===== src/tmr_pkg.sv =====
// Purpose: constants for the 16-bit timer/counter core
// Assumes: 32-bit avalon slave, byte data in lane 0
// Notes:   offsets are byte addresses, one word each
package tmr_pkg;
  localparam int unsigned AW = 6;
  localparam int unsigned CS_W = 3;
  localparam int unsigned WGM_W = 4;
  localparam logic [5:0] OFS_CTRL_A = 6'h00;
  localparam logic [5:0] OFS_CTRL_B = 6'h04;
  localparam logic [5:0] OFS_CNT_L = 6'h08;
  localparam logic [5:0] OFS_CNT_H = 6'h0c;
  localparam logic [5:0] OFS_CMP_L [3] = '{6'h10, 6'h18, 6'h20};
  localparam logic [5:0] OFS_CMP_H [3] = '{6'h14, 6'h1c, 6'h24};
  localparam logic [5:0] OFS_CAP_L = 6'h28;
  localparam logic [5:0] OFS_CAP_H = 6'h2c;
  localparam logic [5:0] OFS_FLAGS = 6'h30;
  localparam int unsigned CTA_WGM_LSB = 0;
  localparam int unsigned CTB_CS_LSB = 0;
  localparam int unsigned CTB_WGM_LSB = 3;
  localparam int unsigned FLG_OVF = 0;
  localparam int unsigned FLG_CMP_LSB = 1;
  localparam int unsigned FLG_CAP = 4;
  localparam logic [7:0] CTRL_RST = 8'h00;
  localparam logic [15:0] VAL_BOTTOM = 16'h0000;
  localparam logic [15:0] VAL_MAX = 16'hffff;
  localparam logic [15:0] TOP_8 = 16'h00ff;
  localparam logic [15:0] TOP_9 = 16'h01ff;
  localparam logic [15:0] TOP_10 = 16'h03ff;
  localparam logic [15:0] VAL_ONE = 16'h0001;
  localparam logic [3:0] WGM_NORMAL = 4'h0;
  localparam logic [3:0] WGM_PC8 = 4'h1;
  localparam logic [3:0] WGM_PC9 = 4'h2;
  localparam logic [3:0] WGM_PC10 = 4'h3;
  localparam logic [3:0] WGM_CTC_OCR = 4'h4;
  localparam logic [3:0] WGM_FAST8 = 4'h5;
  localparam logic [3:0] WGM_FAST9 = 4'h6;
  localparam logic [3:0] WGM_FAST10 = 4'h7;
  localparam logic [3:0] WGM_PFC_ICR = 4'h8;
  localparam logic [3:0] WGM_PFC_OCR = 4'h9;
  localparam logic [3:0] WGM_PC_ICR = 4'ha;
  localparam logic [3:0] WGM_PC_OCR = 4'hb;
  localparam logic [3:0] WGM_CTC_ICR = 4'hc;
  localparam logic [3:0] WGM_FAST_ICR = 4'he;
  localparam logic [3:0] WGM_FAST_OCR = 4'hf;
  localparam logic [2:0] CS_STOP = 3'h0;
  localparam logic [2:0] CS_SYS = 3'h1;
  localparam logic [2:0] CS_DIV8 = 3'h2;
  localparam logic [2:0] CS_DIV64 = 3'h3;
  localparam logic [2:0] CS_DIV256 = 3'h4;
  localparam logic [2:0] CS_DIV1024 = 3'h5;
  localparam logic [2:0] CS_EXT_FALL = 3'h6;
  localparam logic [2:0] CS_EXT_RISE = 3'h7;
  localparam int unsigned PRESC_W = 10;
  typedef enum logic [1:0] {
    KIND_SINGLE = 2'b00,
    KIND_FAST   = 2'b01,
    KIND_DUAL   = 2'b11
  } tmr_kind_t;
endpackage


===== src/tmr_counter16.sv =====
// Purpose: 16-bit up/down timer/counter with shared high-byte latch
// Assumes: avalon-mm slave, one wait state per access
// Notes:   waveform outputs and compare double buffering live elsewhere
// What this block does
// - flag bottom whenever the counter value becomes zero
// - flag maximum whenever the counter value becomes all ones
// - mode picks top: fixed 8/9/10-bit value, all ones, compare A or capture
// - one 8-bit high-byte latch shared by all 16-bit registers
// - low-byte write loads low byte plus latch in one cycle
// - counter and capture low-byte reads copy matching high byte into latch same cycle
// - compare high-byte reads return directly, latch untouched
// - counter high-byte location reaches only the latch
// - counter is 16-bit up/down, seen as two byte locations
// - each tick clears, increments or decrements per mode
// - 3-bit clock select, zero stops the timer
// - counter readable and writable with or without ticks
// - software counter write beats clear and count
// - 4-bit mode field split over control A and B
// - overflow flag set at mode-defined point
// - top and bottom indications driven to rest of timer
// - capture register writable only in capture-top modes
//
// The Avalon-MM interface to the registers and the placing of the registers were decided locally.
module tmr_counter16 (
  input  wire logic                  clk_sys_i,
  input  wire logic                  rst_n_i,
  input  wire logic [tmr_pkg::AW-1:0] avs_address_i,
  input  wire logic                  avs_read_i,
  input  wire logic                  avs_write_i,
  input  wire logic [31:0]           avs_writedata_i,
  input  wire logic [3:0]            avs_byteenable_i,
  output logic [31:0]                avs_readdata_o,
  output logic                       avs_waitrequest_o,
  input  wire logic                  ext_clk_pin_i,
  input  wire logic                  capture_strobe_i,
  output logic [15:0]                count_value_o,
  output logic [15:0]                compare_a_o,
  output logic [15:0]                compare_b_o,
  output logic [15:0]                compare_c_o,
  output logic [15:0]                capture_value_o,
  output logic                       top_hit_o,
  output logic                       bottom_hit_o,
  output logic                       max_hit_o,
  output logic                       overflow_flag_o
);
  import tmr_pkg::*;

  logic [1:0]  rst_sync_r;
  logic        rst_n;
  logic [7:0]  ctrl_a_r;
  logic [7:0]  ctrl_b_r;
  logic [15:0] cnt_r;
  logic [15:0] cnt_nxt;
  logic        dir_up_r;
  logic        dir_nxt;
  logic [15:0] cmp_r [3];
  logic [15:0] cap_r;
  logic [7:0]  temp_r;
  logic [4:0]  flags_r;
  logic [4:0]  flags_set;
  logic [4:0]  flags_nxt;
  logic        ovf_ev;
  logic        tick;
  logic        go;
  logic        wr_go;
  logic        rd_go;
  logic [7:0]  wbyte;
  logic [7:0]  rd_byte;
  logic [3:0]  wgm;
  logic [2:0]  cs;
  logic [15:0] top_val;
  tmr_kind_t   kind;

  // reset enters asynchronously, leaves synchronously
  always_ff @(posedge clk_sys_i or negedge rst_n_i) begin
    if (!rst_n_i) rst_sync_r <= 2'b00;
    else rst_sync_r <= {rst_sync_r[0], 1'b1};
  end
  assign rst_n = rst_sync_r[1];

  // one request is acted on at the edge that drops waitrequest
  assign go    = (avs_read_i | avs_write_i) & avs_waitrequest_o;
  assign wr_go = go & avs_write_i & avs_byteenable_i[0];
  assign rd_go = go & avs_read_i;
  assign wbyte = avs_writedata_i[7:0];

  function automatic logic wr_at(input logic [5:0] ofs);
    return wr_go && (avs_address_i == ofs);
  endfunction

  function automatic logic rd_at(input logic [5:0] ofs);
    return rd_go && (avs_address_i == ofs);
  endfunction

  function automatic logic icr_is_top(input logic [3:0] m);
    return (m == WGM_PFC_ICR) || (m == WGM_PC_ICR) ||
           (m == WGM_CTC_ICR) || (m == WGM_FAST_ICR);
  endfunction

  function automatic logic [15:0] top_of(input logic [3:0] m,
                                         input logic [15:0] ocra,
                                         input logic [15:0] icr);
    unique case (m)
      WGM_PC8, WGM_FAST8:   return TOP_8;
      WGM_PC9, WGM_FAST9:   return TOP_9;
      WGM_PC10, WGM_FAST10: return TOP_10;
      WGM_CTC_OCR, WGM_PFC_OCR, WGM_PC_OCR, WGM_FAST_OCR: return ocra;
      WGM_PFC_ICR, WGM_PC_ICR, WGM_CTC_ICR, WGM_FAST_ICR: return icr;
      default:              return VAL_MAX;
    endcase
  endfunction

  function automatic tmr_kind_t kind_of(input logic [3:0] m);
    unique case (m)
      WGM_FAST8, WGM_FAST9, WGM_FAST10,
      WGM_FAST_ICR, WGM_FAST_OCR:        return KIND_FAST;
      WGM_PC8, WGM_PC9, WGM_PC10, WGM_PFC_ICR,
      WGM_PFC_OCR, WGM_PC_ICR, WGM_PC_OCR: return KIND_DUAL;
      default:                           return KIND_SINGLE;
    endcase
  endfunction

  assign wgm = {ctrl_b_r[CTB_WGM_LSB +: 2],
                ctrl_a_r[CTA_WGM_LSB +: 2]};
  assign cs      = ctrl_b_r[CTB_CS_LSB +: CS_W];
  assign top_val = top_of(wgm, cmp_r[0], cap_r);
  assign kind    = kind_of(wgm);

  tmr_tick_gen u_tick (
    .clk_sys_i             (clk_sys_i),
    .rst_n_i               (rst_n),
    .clock_source_select_i (cs),
    .ext_clk_pin_i         (ext_clk_pin_i),
    .timer_tick_o          (tick)
  );

  // bus handshake: exactly one wait cycle per access
  always_ff @(posedge clk_sys_i or negedge rst_n) begin
    if (!rst_n) avs_waitrequest_o <= 1'b1;
    else avs_waitrequest_o <= ~go;
  end

  always_ff @(posedge clk_sys_i or negedge rst_n) begin
    if (!rst_n) begin
      ctrl_a_r <= CTRL_RST;
      ctrl_b_r <= CTRL_RST;
    end else begin
      if (wr_at(OFS_CTRL_A)) ctrl_a_r <= wbyte;
      if (wr_at(OFS_CTRL_B)) ctrl_b_r <= wbyte;
    end
  end

  // counting step; dual slope turns at top and at bottom
  always_comb begin
    cnt_nxt = cnt_r;
    dir_nxt = dir_up_r;
    ovf_ev  = 1'b0;
    if (tick) begin
      unique case (kind)
        KIND_SINGLE, KIND_FAST: begin
          dir_nxt = 1'b1;
          if (cnt_r == top_val) cnt_nxt = VAL_BOTTOM;
          else cnt_nxt = cnt_r + VAL_ONE;
          if (kind == KIND_FAST) ovf_ev = (cnt_r == top_val);
          else ovf_ev = (cnt_r == VAL_MAX);
        end
        KIND_DUAL: begin
          if (dir_up_r && cnt_r >= top_val) begin
            dir_nxt = 1'b0;
            cnt_nxt = (cnt_r == VAL_BOTTOM) ? VAL_BOTTOM : cnt_r - VAL_ONE;
          end else if (!dir_up_r && cnt_r == VAL_BOTTOM) begin
            dir_nxt = 1'b1;
            cnt_nxt = cnt_r + VAL_ONE;
            ovf_ev  = 1'b1;
          end else if (dir_up_r) begin
            cnt_nxt = cnt_r + VAL_ONE;
          end else begin
            cnt_nxt = cnt_r - VAL_ONE;
          end
        end
        default: begin
          cnt_nxt = cnt_r;
        end
      endcase
    end
    // a software write wins over any step in the same cycle
    if (wr_at(OFS_CNT_L)) begin
      cnt_nxt = {temp_r, wbyte};
      ovf_ev  = 1'b0;
    end
  end

  always_ff @(posedge clk_sys_i or negedge rst_n) begin
    if (!rst_n) begin
      cnt_r    <= VAL_BOTTOM;
      dir_up_r <= 1'b1;
    end else begin
      cnt_r    <= cnt_nxt;
      dir_up_r <= dir_nxt;
    end
  end

  // high-byte locations all land in the one latch
  always_ff @(posedge clk_sys_i or negedge rst_n) begin
    if (!rst_n) temp_r <= 8'h00;
    else if (wr_at(OFS_CNT_H) || wr_at(OFS_CAP_H) ||
             wr_at(OFS_CMP_H[0]) || wr_at(OFS_CMP_H[1]) ||
             wr_at(OFS_CMP_H[2]))
      temp_r <= wbyte;
    else if (rd_at(OFS_CNT_L)) temp_r <= cnt_r[15:8];
    else if (rd_at(OFS_CAP_L)) temp_r <= cap_r[15:8];
  end

  // compare registers load directly; buffering belongs to waveform logic
  always_ff @(posedge clk_sys_i or negedge rst_n) begin
    if (!rst_n) begin
      for (int i = 0; i < 3; i++) cmp_r[i] <= VAL_BOTTOM;
    end else begin
      for (int i = 0; i < 3; i++) begin
        if (wr_at(OFS_CMP_L[i])) cmp_r[i] <= {temp_r, wbyte};
      end
    end
  end

  // capture input is idle while capture defines top
  always_ff @(posedge clk_sys_i or negedge rst_n) begin
    if (!rst_n) cap_r <= VAL_BOTTOM;
    else if (wr_at(OFS_CAP_L) && icr_is_top(wgm))
      cap_r <= {temp_r, wbyte};
    else if (capture_strobe_i && !icr_is_top(wgm))
      cap_r <= cnt_r;
  end

  // sticky flags, write one to clear, a new event wins over the clear
  always_comb begin
    flags_set = 5'h00;
    flags_set[FLG_OVF] = ovf_ev;
    for (int i = 0; i < 3; i++) begin
      flags_set[FLG_CMP_LSB + i] = tick && (cnt_r == cmp_r[i]);
    end
    flags_set[FLG_CAP] = capture_strobe_i && !icr_is_top(wgm);
    flags_nxt = flags_r | flags_set;
    if (wr_at(OFS_FLAGS)) flags_nxt = (flags_r & ~wbyte[4:0]) | flags_set;
  end

  always_ff @(posedge clk_sys_i or negedge rst_n) begin
    if (!rst_n) flags_r <= 5'h00;
    else flags_r <= flags_nxt;
  end

  always_comb begin
    rd_byte = 8'h00;
    unique case (avs_address_i)
      OFS_CTRL_A: rd_byte = ctrl_a_r;
      OFS_CTRL_B: rd_byte = ctrl_b_r;
      OFS_CNT_L:  rd_byte = cnt_r[7:0];
      OFS_CNT_H:  rd_byte = temp_r;
      OFS_CAP_L:  rd_byte = cap_r[7:0];
      OFS_CAP_H:  rd_byte = temp_r;
      OFS_FLAGS:  rd_byte = {3'h0, flags_r};
      default: begin
        for (int i = 0; i < 3; i++) begin
          if (avs_address_i == OFS_CMP_L[i]) rd_byte = cmp_r[i][7:0];
          if (avs_address_i == OFS_CMP_H[i])
            rd_byte = cmp_r[i][15:8];
        end
      end
    endcase
  end

  // unmapped addresses read zero and ignore writes
  always_ff @(posedge clk_sys_i or negedge rst_n) begin
    if (!rst_n) avs_readdata_o <= 32'h0000_0000;
    else if (rd_go) avs_readdata_o <= {24'h00_0000, rd_byte};
  end

  // indications follow the counter value one to one
  always_ff @(posedge clk_sys_i or negedge rst_n) begin
    if (!rst_n) begin
      top_hit_o    <= 1'b0;
      bottom_hit_o <= 1'b1;
      max_hit_o    <= 1'b0;
    end else begin
      top_hit_o    <= (cnt_nxt == top_of(wgm, cmp_r[0], cap_r));
      bottom_hit_o <= (cnt_nxt == VAL_BOTTOM);
      max_hit_o    <= (cnt_nxt == VAL_MAX);
    end
  end

  always_ff @(posedge clk_sys_i or negedge rst_n) begin
    if (!rst_n) begin
      count_value_o   <= VAL_BOTTOM;
      compare_a_o     <= VAL_BOTTOM;
      compare_b_o     <= VAL_BOTTOM;
      compare_c_o     <= VAL_BOTTOM;
      capture_value_o <= VAL_BOTTOM;
      overflow_flag_o <= 1'b0;
    end else begin
      count_value_o   <= cnt_nxt;
      compare_a_o     <= cmp_r[0];
      compare_b_o     <= cmp_r[1];
      compare_c_o     <= cmp_r[2];
      capture_value_o <= cap_r;
      overflow_flag_o <= flags_nxt[FLG_OVF];
    end
  end
endmodule


===== src/tmr_tick_gen.sv =====
// Purpose: timer tick enable from the selected clock source
// Assumes: external pin is asynchronous to clk_sys_i
// Notes:   tick is registered, one cycle behind its cause
module tmr_tick_gen (
  input  wire logic                    clk_sys_i,
  input  wire logic                    rst_n_i,
  input  wire logic [tmr_pkg::CS_W-1:0] clock_source_select_i,
  input  wire logic                    ext_clk_pin_i,
  output logic                         timer_tick_o
);
  import tmr_pkg::*;
  logic [PRESC_W-1:0] presc_r;
  logic [2:0]         ext_sync_r;
  logic               tick_nxt;

  // free running prescaler, shared by all divided rates
  always_ff @(posedge clk_sys_i or negedge rst_n_i) begin
    if (!rst_n_i) presc_r <= '0;
    else presc_r <= presc_r + 1'b1;
  end

  // stage 0 feeds stage 1 only; edges are seen on stages 1 and 2
  always_ff @(posedge clk_sys_i or negedge rst_n_i) begin
    if (!rst_n_i) ext_sync_r <= 3'h0;
    else ext_sync_r <= {ext_sync_r[1:0], ext_clk_pin_i};
  end

  always_comb begin
    unique case (clock_source_select_i)
      CS_STOP:     tick_nxt = 1'b0;
      CS_SYS:      tick_nxt = 1'b1;
      CS_DIV8:     tick_nxt = &presc_r[2:0];
      CS_DIV64:    tick_nxt = &presc_r[5:0];
      CS_DIV256:   tick_nxt = &presc_r[7:0];
      CS_DIV1024:  tick_nxt = &presc_r[9:0];
      CS_EXT_FALL: tick_nxt = ext_sync_r[2] & ~ext_sync_r[1];
      CS_EXT_RISE: tick_nxt = ~ext_sync_r[2] & ext_sync_r[1];
    endcase
  end

  always_ff @(posedge clk_sys_i or negedge rst_n_i) begin
    if (!rst_n_i) timer_tick_o <= 1'b0;
    else timer_tick_o <= tick_nxt;
  end
endmodule

===== config.mk =====
export PLATFORM = sky130hd
export DESIGN_NAME = tmr_counter16
export DESIGN_NICKNAME = d
export VERILOG_FILES = /design/src/tmr_pkg.sv /design/src/tmr_counter16.sv /design/src/tmr_tick_gen.sv
export SDC_FILE = /design/constraint.sdc
export NUM_CORES = 1
export LEC_CHECK = 0
export ABC_CLOCK_PERIOD_IN_PS = 14600
export BUFFER_PORTS_ARGS = -buffer_cell sky130_fd_sc_hd__buf_2
export CORE_MARGIN = 4
export CORE_UTILIZATION = 30
export DETAILED_ROUTE_END_ITERATION = 8
export GPL_TIMING_DRIVEN = 0
export MAX_ROUTING_LAYER = met4
export SLEW_MARGIN = 10
export SYNTH_ARGS = -nofsm -noshare
export SYNTH_HDL_FRONTEND = slang
export SYNTH_SLANG_ARGS = --single-unit
export TNS_END_PERCENT = 100

===== constraint.sdc =====
create_clock -name clk_sys_i -period 14.6 [get_ports clk_sys_i]
set_input_delay 0 -clock clk_sys_i [delete_from_list [all_inputs] [get_ports clk_sys_i]]
set_output_delay 0 -clock clk_sys_i [all_outputs]
set_load 0.005 [all_outputs]

-- Word-level counts from Yosys, hierarchy flattened
Memories as Yosys holds them, arrays and structs flattened.
Index checks and enable logic that the tools add are counted.
- $add $sub $neg: 3
- order comparisons: 1
- equal/unequal tests: 43
- multiplexer cells: 32
- bitwise gates (word level): 14
- reduce and logical (&&, ||, !) cells: 51
- operators with widths (cell ; number):
    16-bit 2-to-1 mux ; 9
    16-bit equality test ; 5
    16-bit case mux with 5 select lines ; 1
    8-bit 2-to-1 mux ; 9
    8-bit case mux with 6 select lines ; 1
    16-bit equality test (second input constant) ; 2
    16-bit zero test ; 2
    16-bit case mux with 2 select lines ; 1
    6-bit equality test (second input constant) ; 5
    4-bit equality test (second input constant) ; 7
    6-bit by 5-bit equality test with 1-bit output (second input constant) ; 4
    1-bit logical AND ; 22
    16-bit by 1-bit adder with 16-bit output (second input constant) ; 1
    4-bit by 3-bit equality test with 1-bit output (second input constant) ; 4
    16-bit >= comparator ; 1
    16-bit by 1-bit subtractor with 16-bit output (second input constant) ; 1
    3-bit equality test (second input constant) ; 4
    6-bit by 4-bit equality test with 1-bit output (second input constant) ; 2
    10-bit by 1-bit adder with 10-bit output (second input constant) ; 1
    5-bit bitwise OR ; 2
    10-bit AND reduction ; 1
    2-bit OR reduction ; 5
    4-bit by 2-bit equality test with 1-bit output (second input constant) ; 2
    1-bit case mux with 8 select lines ; 1
    26 further kinds ; 51
- flip-flop bits (word level): 203
- ROM bits: 32
- input bits: 48
- output and inout bits: 117
- logic and storage cells: 169
- memories: 1
- memory list (name ; words ; bits a word ; read ports ; clocked after memory_dff ; write ports ; RTL line ; text):
    (name not given) ; 16 ; 2 ; 1 ; 0 ; 0 ; tmr_counter16.sv:114 ; unique case (m)

-- Longest topological paths before layout
- depth in word-level cells: 11
- mapped depth: 19
- mapped depth without buffers: 17

-- Modules after synthesis
Synthesis repeated with hierarchy kept, for this count alone.
- cells, all modules: 1131
- area total of the unflattened synthesis: 11010.6 µm²
- modules (own cells, without submodules) (module ; instances ; cells each ; area an instance (µm²) ; sequential area each (µm²)):
    tmr_counter16 ; 1 ; 1085 ; 10427.5 ; 4708.3
    tmr_tick_gen ; 1 ; 46 ; 583.1 ; 350.3

-- Worst setup path after synthesis
Ideal clock, no wire load.
- kind: reg2reg
- start: reg ctrl_b_r[3]
- end: reg bottom_hit_o
- library setup time: 82 ps
- data arrival time: 4288 ps
- required time: 14518 ps
- setup slack: 10231 ps
- stages on the path, launching flop included: 17
- buffers on the path: 1
- cell sequence: dfrtp_1 clkbuf_1 or3_1 a21oi_1 a211oi_1 ha_1 nand4_1 or3_1 o31ai_2 nor3_2 a21oi_1 mux2i_1 mux2i_1 o21a_1 inv_1 or4_1 nor3_1
- longest elaborated chain between the ends: 10
- elaborated cells between the ends (all ways): 34
- classes of those cells: order compare: 1; eq/ne: 17; mux: 6; reduce/logical: 9; memory: 1
- RTL lines (what ; RTL line ; text):
    start: declaration ; tmr_counter16.sv:51 ; logic [7:0] ctrl_b_r;
    start signal: assignment ; tmr_counter16.sv:149 ; if (wr_at(OFS_CTRL_B)) ctrl_b_r <= wbyte;
    4-bit equality test (tied with other cells) ; tmr_counter16.sv:103 ; unique case (m)
    4-bit OR reduction or 2-bit OR reduction (tied branches) ; tmr_counter16.sv:103 ;
    16-bit case mux with 5 select lines ; tmr_counter16.sv:103 ;
    16-bit >= comparator ; tmr_counter16.sv:168 ; if (dir_up_r && cnt_r >= top_val) begin
    1-bit logical AND ; tmr_counter16.sv:168 ;
    16-bit 2-to-1 mux ; tmr_counter16.sv:168 ;
    16-bit case mux with 2 select lines (*) ; tmr_counter16.sv:159 ; unique case (kind)
    16-bit 2-to-1 mux (*) ; tmr_counter16.sv:158 ; if (tick) begin
    16-bit 2-to-1 mux (*) ; tmr_counter16.sv:187 ; if (wr_at(OFS_CNT_L)) begin
    via cnt_nxt[5] ; tmr_counter16.sv:53 ; logic [15:0] cnt_nxt;
    16-bit zero test (*) ; tmr_counter16.sv:285 ; bottom_hit_o <= (cnt_nxt == VAL_BOTTOM);
    end signal: assignment ; tmr_counter16.sv:285 ;
    end: declaration ; tmr_counter16.sv:42 ; output logic bottom_hit_o,
Mark *: on every way through the listed nets, which the timed path passes. The rest lies on a longest branch.
A chain may end at the register's enable or synchronous reset.

-- Worst setup path after layout
- start: reg ctrl_a_r[1]
- end: reg top_hit_o
- longest elaborated chain between the ends: 10
- elaborated cells between the ends (all ways): 34
- classes of those cells: order compare: 1; eq/ne: 18; mux: 6; reduce/logical: 8; memory: 1
- RTL lines (what ; RTL line ; text):
    start: declaration ; tmr_counter16.sv:50 ; logic [7:0] ctrl_a_r;
    start signal: assignment ; tmr_counter16.sv:148 ; if (wr_at(OFS_CTRL_A)) ctrl_a_r <= wbyte;
    4-bit equality test (tied with other cells) ; tmr_counter16.sv:103 ;
    4-bit OR reduction or 2-bit OR reduction (tied branches) ; tmr_counter16.sv:103 ;
    16-bit case mux with 5 select lines ; tmr_counter16.sv:103 ;
    16-bit >= comparator ; tmr_counter16.sv:168 ;
    1-bit logical AND ; tmr_counter16.sv:168 ;
    16-bit 2-to-1 mux ; tmr_counter16.sv:168 ;
    16-bit case mux with 2 select lines ; tmr_counter16.sv:159 ;
    16-bit 2-to-1 mux ; tmr_counter16.sv:158 ;
    16-bit 2-to-1 mux ; tmr_counter16.sv:187 ;
    16-bit equality test (*) ; tmr_counter16.sv:284 ; top_hit_o <= (cnt_nxt == top_of(wgm, cmp_r[0], cap_r));
    end signal: assignment ; tmr_counter16.sv:284 ;
    end: declaration ; tmr_counter16.sv:41 ; output logic top_hit_o,
Mark *: on every way between the ends. The rest lies on a longest branch, timed or not.

==> metrics.md <==
| Metric | Value |
|---|---|
| Critical Path Slowest Stage Cell | nor3_2 |
| FF-to-FF setup slack | 8.73 ns |
| Reg2Reg Capture Point | top_hit_o$_DFF_PN0_ |
| Antenna violations before repair | 0 |
| I/O Buffers | 108 |
| Async SR Flop Fraction | 1.00 |
| Most used flip-flop cell after synthesis | dfrtp_1 |
| Seq cells post-synth | 202 |
| First-pass GRT wire length | 59600 um |
| TritonCTS clock tree | built |
| Worst min-delay path category | in2reg |
| CTS root buf | clkbuf_16 |
| Pwr/cell area | 144 nW/um^2 |
| Status | finished clean |
| Period minus WS final | 5.87 ns |
| H-tree Lvls | 1 |
| Full die area | 38300 um^2 |
| DRC Markers | 0 |
| Clk slew on worst S/H paths | 0.06 ns |
| Final Instance Area | 12700 um^2 |
| Largest stage delay on the critical path | 0.72 ns |
| Max FO, Critical Path | 10 |
| Fin nets | 1269 |
| R2r worst-path depth | 18 |
| # rows | 68 |
| Slew @ Worst Pin | 1.27 ns |
| Die span in x | 196 um |
| Hold endpoint | avs_readdata_o[6]$_DFFE_PN0P_ |
| Post-DP Area | 11900 um^2 |
| CP Launch Type | flip-flop |
| Filler cells | 3505 |
| CTS sink count | 202 |
| Area growth syn-to-layout | 20.0% |
| Critical path class | reg2reg |
| Setup violations, final | 0 |
| Resized cells post-CTS | 0 |
| Core area | 34600 um^2 |
| Worst hold start | avs_read_i |
| Post-synth EDFFs | 0 |
| Pleak | 5.71 nW |
| Tcrit/Tclk final | 0.402 |
| Setup TNS | 0 ns |
| CTS Hold Bufs | 11 |
| Setup crit end kind | flip-flop |
| Routed vias/inst | 5.50 |
| Worst skew pair latency | 0.54 ns |
| Final WL | 39800 um |
| ANT nets after route | 0 |
| Max Cap Viol | 0 |
| Vias in the first global route | 8946 |
| GRT overflow | 0 |
| Register area share after synthesis | 0.478 |
| GR Util All Layers | 0.209 |
| Initial core utilization | 0.305 |
| Mapped Cells | 1031 |
| DP HPWL | 30000 um |
| Layout cells sized above 1 | 0.221 |
| Rel. slew slack | 0.147 |
| F_max | 0.170 GHz |
| Reg-to-Reg Start | ctrl_a_r[1]$_DFFE_PN0P_ |
| Final Worst Setup Slack | 8.73 ns |
| Mean Syn Cell Area | 10.3 um^2 |
| I/O pin total | 165 |
| Place WS | 8.88 ns |
| VDD IR-drop max | 64.1 uV |
| Hold_ws | 0.0691 ns |
| Routed vias | 9183 |
| Cell Chain, Critical Path | buf_2 -> nor2b_1 -> nand2_1 -> o21a_1 -> o22ai_1 -> inv_1 -> ha_1 -> nand2b_1 -> a2111oi_2 -> o31ai_2 -> nor3_2 -> nor2_1 -> a2111oi_0 -> nor3_1 -> a31oi_1 -> xnor2_1 -> o311ai_0 -> nor4_2 |
| Syn. warnings | 0 |
| Chip height | 196 um |
| Synth unique cells | 89 |
| Post-Syn Area | 10600 um^2 |
| RSZ-0062 raised after global routing | no |
| Num CTS Buffers | 22 |
| CP required | 15.01 ns |
| Crit path DAT | 6.28 ns |
| Initial drt markers | 950 |
| WL per Instance | 23.8 um |
| Final hold violations | 0 |
| GP Congestion | 0.981 |
| Maximum clock path buffer count | 3 |
| Setup bufs post-CTS | 0 |
| Clock skew | 0.0278 ns |
| Pin count of the biggest net entering global routing | 64 |
| Max Slew Vio Count | 0 |
| Total power | 1.83 mW |
| Hold Path Depth | 4 |
| TritonRoute pass-1 iters | 6 |
worst max path at each step:
stage,start,endpoint,slack [ns],depth (start not counted)
2_1_floorplan,rst_sync_r[1]$_DFF_PN0_,avs_readdata_o[0]$_DFFE_PN0P_,8.56,0
3_3_place_gp,rst_sync_r[1]$_DFF_PN0_,capture_value_o[8]$_DFF_PN0_,6.26,0
6_report,ctrl_a_r[1]$_DFFE_PN0P_,top_hit_o$_DFF_PN0_,8.73,18
5_1_grt,ctrl_a_r[1]$_DFFE_PN0P_,top_hit_o$_DFF_PN0_,8.32,18
3_5_place_dp,ctrl_a_r[1]$_DFFE_PN0P_,top_hit_o$_DFF_PN0_,8.88,18
4_1_cts,ctrl_a_r[1]$_DFFE_PN0P_,top_hit_o$_DFF_PN0_,8.83,18
where the power goes:
group | internal [mW] | switching (mW) | leakage [nW]
clock | 0.306 | 0.237 | 0.357
combinational | 0.213 | 0.347 | 2.72
sequential | 0.622 | 0.105 | 2.64
cells in the final DEF, fill, tap and decap left out, types with 11 or more instances in the layout:
master / count
ha_1: 21
mux2i_1: 11
buf_2: 112
o21ai_0: 35
a31oi_1: 11
inv_1: 19
clkbuf_16: 22
clkbuf_1: 38
nand4_1: 22
dfrtp_1: 198
nand3_1: 26
buf_4: 26
a221oi_1: 12
a222oi_1: 16
nor3_1: 21
conb_1: 25
xnor2_1: 66
nand2_1: 111
o22ai_1: 15
a21oi_1: 50
dlygate4sd3_1: 11
mux2_2: 57
nor2_1: 73
a22oi_1: 27
and3_1: 12
worst max-delay path, delay by kind of cell (launching register included):
kind                     cells  cell delay, ns
AO/OA/AOI/OAI                7            2.40
flip-flops                   1            0.36
XOR/XNOR                     1            0.22
buffers and inverters        2            0.36
adder cells (fa/ha/maj)      1            0.33
AND/OR/NAND/NOR              7            2.03
sequential cells by signal, summed over array words and instances, names as in the netlist, 3 cells and up:
register	count
cap_r	16
cmp_r	48
ctrl_b_r	8
u_tick.ext_sync_r	3
u_tick.presc_r	10
ctrl_a_r	8
compare_b_o	16
compare_a_o	16
count_value_o	16
capture_value_o	16
flags_r	5
temp_r	8
compare_c_o	16
avs_readdata_o	8
metrics by stage:
stage                     utilization  instances
final                           0.366       1671
after global routing            0.366       1670
after CTS                       0.366       1670
after detailed placement        0.342       1620
after global placement          0.340       1617
after floorplan                     -       1054
cell families after synthesis:
group / count (synthesis) / synth area share
mux: 69 / 0.0725
compound gates: 242 / 0.167
other cells: 2 / 0.000710
flops: 202 / 0.478
simple gates: 326 / 0.152
fa+ha+maj: 21 / 0.0249
buf+inv: 97 / 0.0450
xor+xnor: 72 / 0.0596
cell type report:
class | instances | area (um^2) | area share
multi-input combinational | 755 | 5130 | 0.404
sequential | 202 | 5060 | 0.399
timing repair buffer | 122 | 733 | 0.0578
clock buffer | 29 | 627 | 0.0494
tap | 455 | 569 | 0.0449
buffer | 77 | 400 | 0.0316
clock inverter | 10 | 86.3 | 0.00680
inverter | 20 | 75.1 | 0.00592
antenna | 1 | 2.50 | 0.000197
Yosys cell counts, types with 5 or more instances:
cell,count,share of area
nor2b_1,6,0.0036
and3_1,12,0.0071
ha_1,21,0.025
inv_1,19,0.0067
a22o_1,8,0.0066
dfrtp_1,199,0.47
clkbuf_1,36,0.013
nor3_1,21,0.0099
a21oi_1,50,0.024
a221oi_1,12,0.0099
nor2_1,73,0.026
buf_4,26,0.018
or3_1,6,0.0036
a21o_1,9,0.0064
nand4_1,22,0.013
a31oi_1,11,0.0065
a221o_1,9,0.0085
or4_1,5,0.0036
buf_1,9,0.0032
xnor2_1,66,0.055
mux2_2,57,0.061
nand2_1,111,0.039
a222oi_1,16,0.015
mux2i_1,11,0.010
xor2_1,6,0.0050
o22ai_1,15,0.0089
a22oi_1,27,0.019
nand3_1,26,0.012
o21a_1,5,0.0036
nor4_1,10,0.0059
o21ai_0,35,0.017
nand2b_1,8,0.0047
per-layer routing:
metal | GRT usage | routed length (um)
met2 | 0.322 | 18200
met3 | 0.0385 | 3490
met5 | - | 0
met1 | 0.281 | 16900
met4 | 0.0690 | 1260
Power figures use the tool's default switching activity.
